### src/hw/poc_pkg.sv
// package: register offsets, field positions and reset values of the pwm output stage
package poc_pkg;
  // special function register offsets
  localparam logic [7:0] POC_UNIT1_MASK_DATA_ADDR   = 8'hAC;
  localparam logic [7:0] POC_UNIT2_MASK_DATA_ADDR   = 8'hBC;
  localparam logic [7:0] POC_PIN_SEL_B_ADDR         = 8'hC6;
  localparam logic [7:0] POC_UNIT3_MASK_DATA_ADDR   = 8'hCC;
  localparam logic [7:0] POC_OUTPUT_POLARITY_ADDR   = 8'hD6;
  localparam logic [7:0] POC_FAULT_BRAKE_CTRL_ADDR  = 8'hD7;
  localparam logic [7:0] POC_PIN_SEL_A_ADDR         = 8'hDE;
  localparam logic [7:0] POC_UNIT0_MASK_DATA_ADDR   = 8'hFC;
  // reset value shared by all registers
  localparam logic [7:0] POC_REG_RESET              = 8'h00;
  // fault brake control fields
  localparam int         POC_BRAKE_FLAG_BIT         = 7;
  localparam int         POC_BRAKE_EDGE_BIT         = 6;
  // writable masks (reserved bits read zero)
  localparam logic [7:0] POC_SIX_CH_MASK            = 8'h3F;
  localparam logic [7:0] POC_TWO_CH_MASK            = 8'h03;
  localparam logic [7:0] POC_PIN_SEL_B_MASK         = 8'hAE;
  // pin field encodings
  localparam logic [1:0] POC_FIELD_UNIT0            = 2'h0;
  localparam logic [1:0] POC_FIELD_ALT_10           = 2'h2;
  localparam logic [1:0] POC_FIELD_ALT_11           = 2'h3;
  // pin select a bit positions
  localparam int         POC_SEL_P0B3               = 5;
  localparam int         POC_SEL_P0B1               = 4;
  localparam int         POC_SEL_P0B0               = 3;
  localparam int         POC_SEL_P1B0               = 2;
  localparam int         POC_SEL_P1B1               = 1;
  localparam int         POC_SEL_P1B2               = 0;
  // pin select b bit positions
  localparam int         POC_SEL_P1B7               = 7;
  localparam int         POC_SEL_P1B5               = 5;
  localparam int         POC_SEL_P0B4               = 3;
  localparam int         POC_SEL_P0B5               = 2;
  localparam int         POC_SEL_P1B4               = 1;
endpackage : poc_pkg

### src/hw/poc_output_stage.sv
// pwm output conditioning: masking, fault brake, polarity and pin routing
`timescale 1ns/1ps
`default_nettype none
module poc_output_stage
  import poc_pkg::*;
(
  input  wire logic       clock,               // core clock, 125 MHz
  input  wire logic       rst_n,               // asynchronous reset, active low
  input  wire logic       clk_en,              // freezes all state except the reset synchroniser when low
  input  wire logic [7:0] sfr_addr,            // register address
  input  wire logic [7:0] sfr_wdata,           // write data
  input  wire logic       sfr_wr,              // write strobe
  output logic      [7:0] sfr_rdata,           // registered read data
  input  wire logic [5:0] unit0_gen,           // unit 0 generator outputs
  input  wire logic [1:0] unit1_gen,           // unit 1 generator outputs
  input  wire logic [1:0] unit2_gen,           // unit 2 generator outputs
  input  wire logic [1:0] unit3_gen,           // unit 3 generator outputs
  input  wire logic [5:0] unit0_mask_en,       // unit 0 mask enables
  input  wire logic [1:0] unit1_mask_en,       // unit 1 mask enables
  input  wire logic [1:0] unit2_mask_en,       // unit 2 mask enables
  input  wire logic [1:0] unit3_mask_en,       // unit 3 mask enables
  input  wire logic       brake_input_enable,  // fault input detection enable
  input  wire logic       brake_input_pin,     // fault pin, asynchronous
  input  wire logic       unit0_run_bit,       // unit 0 run bit, level
  input  wire logic [1:0] unit1_ch0_pin_field, // unit 1 ch0 pin select
  input  wire logic [1:0] unit1_ch1_pin_field, // unit 1 ch1 pin select
  input  wire logic [1:0] unit2_ch0_pin_field, // unit 2 ch0 pin select
  input  wire logic [1:0] unit2_ch1_pin_field, // unit 2 ch1 pin select
  input  wire logic [1:0] unit3_ch0_pin_field, // unit 3 ch0 pin select
  input  wire logic [1:0] unit3_ch1_pin_field, // unit 3 ch1 pin select
  output logic      [7:0] p0_pwm_value,        // port 0 pwm level per bit
  output logic      [7:0] p0_pwm_sel,          // port 0 bit taken by pwm
  output logic      [7:0] p1_pwm_value,        // port 1 pwm level per bit
  output logic      [7:0] p1_pwm_sel,          // port 1 bit taken by pwm
  output logic            brake_active         // brake override in force
);

  logic [1:0] rst_sync;                 // reset release synchroniser
  logic       rst_n_int;                // synchronised reset
  logic [7:0] unit0_mask_data_reg;      // unit 0 mask data
  logic [7:0] unit1_mask_data_reg;      // unit 1 mask data
  logic [7:0] unit2_mask_data_reg;      // unit 2 mask data
  logic [7:0] unit3_mask_data_reg;      // unit 3 mask data
  logic [7:0] output_polarity_reg;      // unit 0 invert bits
  logic [7:0] fault_brake_control_reg;  // flag, edge select, brake data
  logic [7:0] pin_function_select_a_reg;// pin select a
  logic [7:0] pin_function_select_b_reg;// pin select b
  logic [1:0] brake_sync;               // fault pin synchroniser
  logic       brake_prev_reg;           // previous synced fault level
  logic [2:0] brake_fill_reg;           // samples taken since reset
  logic       brake_hold_reg;           // brake output latched
  logic       brake_edge;               // matching edge seen
  logic [5:0] unit0_cond;               // unit 0 after brake/mask/polarity
  logic [1:0] unit1_cond;               // unit 1 after mask
  logic [1:0] unit2_cond;               // unit 2 after mask
  logic [1:0] unit3_cond;               // unit 3 after mask
  logic [7:0] p0_value_next;            // port 0 value before register
  logic [7:0] p0_sel_next;              // port 0 select before register
  logic [7:0] p1_value_next;            // port 1 value before register
  logic [7:0] p1_sel_next;              // port 1 select before register
  logic [7:0] rdata_next;               // read mux

  // reset release through two flops
  always_ff @(posedge clock or negedge rst_n) begin
    if (!rst_n) begin
      rst_sync <= 2'h0;
    end else begin
      rst_sync <= {rst_sync[0], 1'b1};
    end
  end
  assign rst_n_int = rst_sync[1];

  // fault pin synchroniser and edge history
  always_ff @(posedge clock or negedge rst_n_int) begin
    if (!rst_n_int) begin
      brake_sync     <= 2'h0;
      brake_prev_reg <= 1'b0;
      brake_fill_reg <= 3'h0;
    end else if (clk_en) begin
      brake_sync     <= {brake_sync[0], brake_input_pin};
      brake_prev_reg <= brake_sync[1];
      brake_fill_reg <= {brake_fill_reg[1:0], 1'b1};
    end
  end

  // edge detection on the second sync stage only; no edge until the
  // history holds real pin samples, so reset cannot fake one
  always_comb begin
    if (!brake_fill_reg[2]) begin
      brake_edge = 1'b0;                               // history still filling
    end else if (fault_brake_control_reg[POC_BRAKE_EDGE_BIT]) begin
      brake_edge = brake_sync[1] & ~brake_prev_reg;
    end else begin
      brake_edge = ~brake_sync[1] & brake_prev_reg;
    end
  end

  // register writes; mask data widths per unit
  always_ff @(posedge clock or negedge rst_n_int) begin
    if (!rst_n_int) begin
      unit0_mask_data_reg       <= POC_REG_RESET;
      unit1_mask_data_reg       <= POC_REG_RESET;
      unit2_mask_data_reg       <= POC_REG_RESET;
      unit3_mask_data_reg       <= POC_REG_RESET;
      output_polarity_reg       <= POC_REG_RESET;
      pin_function_select_a_reg <= POC_REG_RESET;
      pin_function_select_b_reg <= POC_REG_RESET;
    end else if (clk_en && sfr_wr) begin
      unique case (sfr_addr)
        POC_UNIT0_MASK_DATA_ADDR:  unit0_mask_data_reg <= sfr_wdata & POC_SIX_CH_MASK;
        POC_UNIT1_MASK_DATA_ADDR:  unit1_mask_data_reg <= sfr_wdata & POC_TWO_CH_MASK;
        POC_UNIT2_MASK_DATA_ADDR:  unit2_mask_data_reg <= sfr_wdata & POC_TWO_CH_MASK;
        POC_UNIT3_MASK_DATA_ADDR:  unit3_mask_data_reg <= sfr_wdata & POC_TWO_CH_MASK;
        POC_OUTPUT_POLARITY_ADDR:  output_polarity_reg <= sfr_wdata & POC_SIX_CH_MASK;
        POC_PIN_SEL_A_ADDR:        pin_function_select_a_reg <= sfr_wdata & POC_SIX_CH_MASK;
        POC_PIN_SEL_B_ADDR:        pin_function_select_b_reg <= sfr_wdata & POC_PIN_SEL_B_MASK;
        default: ;
      endcase
    end
  end

  // fault brake control: hardware set beats software clear
  always_ff @(posedge clock or negedge rst_n_int) begin
    if (!rst_n_int) begin
      fault_brake_control_reg <= POC_REG_RESET;
    end else if (clk_en) begin
      if (sfr_wr && sfr_addr == POC_FAULT_BRAKE_CTRL_ADDR) begin
        fault_brake_control_reg[6:0] <= sfr_wdata[6:0];
        // flag only clears by software writing 0
        fault_brake_control_reg[POC_BRAKE_FLAG_BIT] <=
          sfr_wdata[POC_BRAKE_FLAG_BIT] | (brake_input_enable & brake_edge);
      end else if (brake_input_enable && brake_edge) begin
        fault_brake_control_reg[POC_BRAKE_FLAG_BIT] <= 1'b1;
      end
    end
  end

  // brake hold: set with flag, released only by run once flag clear
  always_ff @(posedge clock or negedge rst_n_int) begin
    if (!rst_n_int) begin
      brake_hold_reg <= 1'b0;
    end else if (clk_en) begin
      if (brake_input_enable && brake_edge) begin
        brake_hold_reg <= 1'b1;
      end else if (!fault_brake_control_reg[POC_BRAKE_FLAG_BIT] && unit0_run_bit) begin
        brake_hold_reg <= 1'b0;
      end
    end
  end

  // channel conditioning, one slice per unit 0 channel
  genvar ch;
  generate
    for (ch = 0; ch < 6; ch++) begin : g_unit0
      logic pre_pol; // value before polarity
      always_comb begin
        if (brake_hold_reg) begin
          pre_pol = fault_brake_control_reg[ch];
        end else if (unit0_mask_en[ch]) begin
          pre_pol = unit0_mask_data_reg[ch];
        end else begin
          pre_pol = unit0_gen[ch];
        end
      end
      assign unit0_cond[ch] = pre_pol ^ output_polarity_reg[ch];
    end
    for (ch = 0; ch < 2; ch++) begin : g_small
      // two-channel units: mask or pass through
      assign unit1_cond[ch] = unit1_mask_en[ch] ? unit1_mask_data_reg[ch]
                                                : unit1_gen[ch];
      assign unit2_cond[ch] = unit2_mask_en[ch] ? unit2_mask_data_reg[ch]
                                                : unit2_gen[ch];
      assign unit3_cond[ch] = unit3_mask_en[ch] ? unit3_mask_data_reg[ch]
                                                : unit3_gen[ch];
    end
  endgenerate

  // pick unit 0 channel or alternate by field; other codes park low
  function automatic logic pick(input logic [1:0] field, input logic [1:0] alt_code,
                                input logic u0, input logic alt);
    logic r;
    r = 1'b0;
    if (field == POC_FIELD_UNIT0) begin
      r = u0;
    end else if (field == alt_code) begin
      r = alt;
    end
    return r;
  endfunction : pick

  // pin routing
  always_comb begin
    p0_value_next = 8'h00;
    p1_value_next = 8'h00;
    p0_sel_next   = 8'h00;
    p1_sel_next   = 8'h00;
    p0_sel_next[3] = pin_function_select_a_reg[POC_SEL_P0B3];
    p0_sel_next[1] = pin_function_select_a_reg[POC_SEL_P0B1];
    p0_sel_next[0] = pin_function_select_a_reg[POC_SEL_P0B0];
    p1_sel_next[0] = pin_function_select_a_reg[POC_SEL_P1B0];
    p1_sel_next[1] = pin_function_select_a_reg[POC_SEL_P1B1];
    p1_sel_next[2] = pin_function_select_a_reg[POC_SEL_P1B2];
    p1_sel_next[7] = pin_function_select_b_reg[POC_SEL_P1B7];
    p1_sel_next[5] = pin_function_select_b_reg[POC_SEL_P1B5];
    p0_sel_next[4] = pin_function_select_b_reg[POC_SEL_P0B4];
    p0_sel_next[5] = pin_function_select_b_reg[POC_SEL_P0B5];
    p1_sel_next[4] = pin_function_select_b_reg[POC_SEL_P1B4];
    p0_value_next[3] = pick(unit3_ch1_pin_field, POC_FIELD_ALT_11,
                            unit0_cond[5], unit3_cond[1]);
    p0_value_next[1] = pick(unit3_ch0_pin_field, POC_FIELD_ALT_10,
                            unit0_cond[4], unit3_cond[0]);
    p0_value_next[0] = pick(unit2_ch1_pin_field, POC_FIELD_ALT_10,
                            unit0_cond[3], unit2_cond[1]);
    p1_value_next[0] = pick(unit2_ch0_pin_field, POC_FIELD_ALT_10,
                            unit0_cond[2], unit2_cond[0]);
    p1_value_next[1] = pick(unit1_ch1_pin_field, POC_FIELD_ALT_11,
                            unit0_cond[1], unit1_cond[1]);
    p1_value_next[2] = pick(unit1_ch0_pin_field, POC_FIELD_ALT_10,
                            unit0_cond[1], unit1_cond[0]);
    p1_value_next[5] = pick(unit3_ch1_pin_field, POC_FIELD_ALT_11,
                            unit0_cond[5], unit3_cond[1]);
    p0_value_next[4] = pick(unit2_ch1_pin_field, POC_FIELD_ALT_11,
                            unit0_cond[3], unit2_cond[1]);
    p0_value_next[5] = pick(unit2_ch0_pin_field, POC_FIELD_ALT_11,
                            unit0_cond[2], unit2_cond[0]);
    p1_value_next[4] = pick(unit1_ch1_pin_field, POC_FIELD_ALT_10,
                            unit0_cond[1], unit1_cond[1]);
    p1_value_next[7] = unit3_cond[0];
    p0_value_next = p0_value_next & p0_sel_next;
    p1_value_next = p1_value_next & p1_sel_next;
  end

  // read mux; unmapped reads give zero
  always_comb begin
    unique case (sfr_addr)
      POC_UNIT0_MASK_DATA_ADDR:  rdata_next = unit0_mask_data_reg;
      POC_UNIT1_MASK_DATA_ADDR:  rdata_next = unit1_mask_data_reg;
      POC_UNIT2_MASK_DATA_ADDR:  rdata_next = unit2_mask_data_reg;
      POC_UNIT3_MASK_DATA_ADDR:  rdata_next = unit3_mask_data_reg;
      POC_OUTPUT_POLARITY_ADDR:  rdata_next = output_polarity_reg;
      POC_FAULT_BRAKE_CTRL_ADDR: rdata_next = fault_brake_control_reg;
      POC_PIN_SEL_A_ADDR:        rdata_next = pin_function_select_a_reg;
      POC_PIN_SEL_B_ADDR:        rdata_next = pin_function_select_b_reg;
      default:                   rdata_next = 8'h00;
    endcase
  end

  // output registers
  always_ff @(posedge clock or negedge rst_n_int) begin
    if (!rst_n_int) begin
      p0_pwm_value <= 8'h00;
      p0_pwm_sel   <= 8'h00;
      p1_pwm_value <= 8'h00;
      p1_pwm_sel   <= 8'h00;
      brake_active <= 1'b0;
      sfr_rdata    <= 8'h00;
    end else if (clk_en) begin
      p0_pwm_value <= p0_value_next;
      p0_pwm_sel   <= p0_sel_next;
      p1_pwm_value <= p1_value_next;
      p1_pwm_sel   <= p1_sel_next;
      brake_active <= brake_hold_reg;
      sfr_rdata    <= rdata_next;
    end
  end
endmodule : poc_output_stage
`default_nettype wire

### config.mk
export PLATFORM = sky130hd
export DESIGN_NAME = poc_output_stage
export DESIGN_NICKNAME = d
export VERILOG_FILES = /design/src/hw/poc_pkg.sv /design/src/hw/poc_output_stage.sv
export SDC_FILE = /design/constraint.sdc
export NUM_CORES = 1
export LEC_CHECK = 0
export BUFFER_PORTS_ARGS = -buffer_cell sky130_fd_sc_hd__buf_2
export CORE_UTILIZATION = 35
export CTS_BUF_LIST = sky130_fd_sc_hd__clkbuf_4 sky130_fd_sc_hd__clkbuf_8
export CTS_CLUSTER_SIZE = 20
export DETAILED_ROUTE_END_ITERATION = 8
export MAX_ROUTING_LAYER = met4
export PLACE_DENSITY = 0.68
export SYNTH_ARGS = -nofsm -noshare
export SYNTH_HDL_FRONTEND = slang
export SYNTH_SLANG_ARGS = --single-unit
### constraint.sdc
create_clock -name clock -period 2.1 [get_ports clock]
set_input_delay 0.105 -clock clock [delete_from_list [all_inputs] [get_ports clock]]
set_output_delay 0.105 -clock clock [all_outputs]
set_load 0.005 [all_outputs]
==> results.toml <==
[timing]
tightestPinTransition_ns = 0.615
hold_viol = 0
max_slew_margin_pct = 58.7
tns_ns = 0
rsz0062_at_grt = "false"
fmax_ghz = 0.654
skew_ns = 0.0148
setup_viol = 0
drv_slew = 0
period_minus_slack_ns = 1.53
final.period_utilization_pct = 72.8
whs_ns = 0.0220

[placed_design]
portBuffers = 87
place_congestion = 0.822
hpwl_mm = 6.96
postPlaceCellArea_um2 = 4460

[clocking]
cts_resized = 0
insertion_delay_ns = 0.36
cts_tree = "yes"
cts_buffer_depth = 2
htree_num_levels = 3
cts_buffers = 9
cts_setup_buffers = 0
clk_pin_slew_ns = 0.09
postCtsHoldBufs = 6
cts_sinks = 77
cts_root_buffer = "clkbuf_8"

[worst_setup_path]
cp-end-kind = "flop"
cp.required_ns = 2.37
worst-path-buf-inv = 1
worstPathArrival_ns = 1.80
critPathLaunchType = "flop"
cp_top_family = "flip-flops"
critical_path_class = "reg2reg"
path_max_fanout = 13
cpMaxStageDelayCell = "dfrtp_1"
worstPathCellList = "o21ai_0, buf_4, and3b_1, o32ai_1"
slowest_delay_ns = 0.64

[power]
powerDensity_nw_per_um2 = 667
leakage_uw = 0.00227
power_uw = 3150
peakVddDrop_v = 0.000277

[finish]
final_area_um2 = 4720
layout.nets = 492
drive_above_1_share_pct = 39.1
diodes = 0
area_growth_pct = 21.1
final_util_pct = 43.6

[logic_synthesis]
synthArstFlopShare_pct = 100
synth_flop_cell = "dfrtp_1"
synth_edf_count = 0
ys_top_cells_by_area = "dfrtp_1 49%, mux2_2 13%, mux2i_1 4.6%"
seq_area_frac_synth_pct = 49.4
yosys_warnings = 0
ys_types = 52
avgSynthCellArea_um2 = 11.6
synth_cells = 336
yosys.area.top_type = "dfrtp_1"
netlist_area_um2 = 3900
synth_seq_cells = 77
yosysTopAreaCellShare_pct = 49.4

[floorplanning]
coreArea_um2 = 10800
die_h_um = 108
initial_utilization_pct = 36.0
rows = 38
ioPinCount = 100
die-area_um2 = 11600
die_w_um = 108

[drt]
drtIter0Drc = 131
dr.pass1.iters = 4
wirelength_mm = 9.63
vias_per_cell = 5.10
avgRoutedWirePerCell_um = 16.7
ant_nets = 0
vias = 2940
drc_errors = 0

[hold_path]
hold_class = "in2reg"

[global_route]
overflow = 0
grt_pass1_wl_mm = 15.8
antenna_found_initial = 0
grt_pass1_vias = 3029
grt_start_max_net_pins = 76
grt_util_all_layers_pct = 18.8

[outcome]
outcome = "finished, final reports clean"

[flow_run]
max_cap_violations = 0
Yosys cell counts (all sizes together) (4+ instances only):
| master | count |
|---|---|
| nor4 | 4 |
| mux2i | 18 |
| mux2 | 58 |
| o22ai | 6 |
| buf | 16 |
| nor2 | 13 |
| nor3 | 7 |
| a31oi | 6 |
| nand4b | 4 |
| o21ai | 14 |
| nand2 | 29 |
| dfrtp | 77 |
| nand3 | 9 |
| clkbuf | 7 |
| inv | 15 |
| nand2b | 6 |
| nor2b | 4 |
| a22o | 5 |
report_power, final:
group	switching, µW	leakage [µW]	internal, µW
sequential	81.7	0.00102	1550
combinational	190	0.00114	169
clock	560	0.000101	604
total	831	0.00227	2320
worst paths after layout:
path                                      from                            to  slack (ns)  cells past startpoint
max in group asynchronous          rst_sync[1]  pin_function_select_a_reg[3]        1.48                      1
worst min register to register     rst_sync[1]        unit1_mask_data_reg[0]        0.27                      1
worst max-delay path            brake_hold_reg               p1_pwm_value[2]        0.57                      4
min in group asynchronous                rst_n                   rst_sync[0]        0.06                      2
worst min-delay path              sfr_wdata[2]  pin_function_select_b_reg[2]        0.02                      2
worst max register to register  brake_hold_reg               p1_pwm_value[2]        0.57                      4
worst register-to-register path, delay by kind of cell (launching register included):
| kind | cells | cell delay, ns |
|---|---|---|
| compound gates | 2 | 0.45 |
| simple gates | 1 | 0.16 |
| buf+inv | 1 | 0.19 |
| flops | 1 | 0.64 |
area by class of cell:
| cell class | instances | area [µm²] |
|---|---|---|
| inverter | 15 | 56.3 |
| clock inverter | 4 | 47.5 |
| sequential | 77 | 1930 |
| tap | 140 | 175 |
| fill | 1043 | 6120 |
| timing repair buffer | 100 | 561 |
| multi-input combinational | 230 | 1800 |
| clock buffer | 11 | 151 |
logic make-up (layout without fill, tap and decap cells):
logic type,count (synthesis),count (layout),synth area share [%]
buffers and inverters,38,130,5.23
other,2,11,0.193
AOI/OAI and AO/OA,50,50,8.66
muxes,76,76,21.9
DFF,77,77,49.4
and+or+nand+nor,93,93,14.6
layout by cell type, fill, tap and decap left out, types with 3 or more instances in the layout:
cell	n
buf_2	87
dfrtp_1	76
mux2_2	45
nand2_1	28
mux2i_1	18
inv_1	15
o21ai_0	14
nor2_1	13
conb_1	11
clkbuf_8	11
mux2_1	7
nand3_1	7
nand2b_1	6
mux2_4	6
o22ai_1	6
nor3_1	6
a31oi_1	6
dlygate4sd3_1	6
buf_4	6
a22o_1	5
nand4b_1	4
nor2b_1	4
or3_1	3
nor4_4	3
a21oi_1	3
a22oi_1	3
per-stage QoR:
| stage | setup WS [ns] | std cells |
|---|---|---|
| 2_1_floorplan | 0.732 | 345 |
| 3_3_place_gp | 0.309 | 556 |
| 3_5_place_dp | 0.287 | 556 |
| 4_1_cts | 0.559 | 577 |
| 5_1_grt | 0.408 | 577 |
| 6_report | 0.571 | 577 |
layer usage:
metal	up-vias	track usage (%)	part of all wire, %	wire length [µm]
met5	-	-	0	0
met4	0	9.49	2.8	274
met3	20	3.33	4.8	464
met2	87	28.7	46	4450
met1	1442	24.1	46	4430
li1	1391	-	-	-
Power figures use the tool's default switching activity.
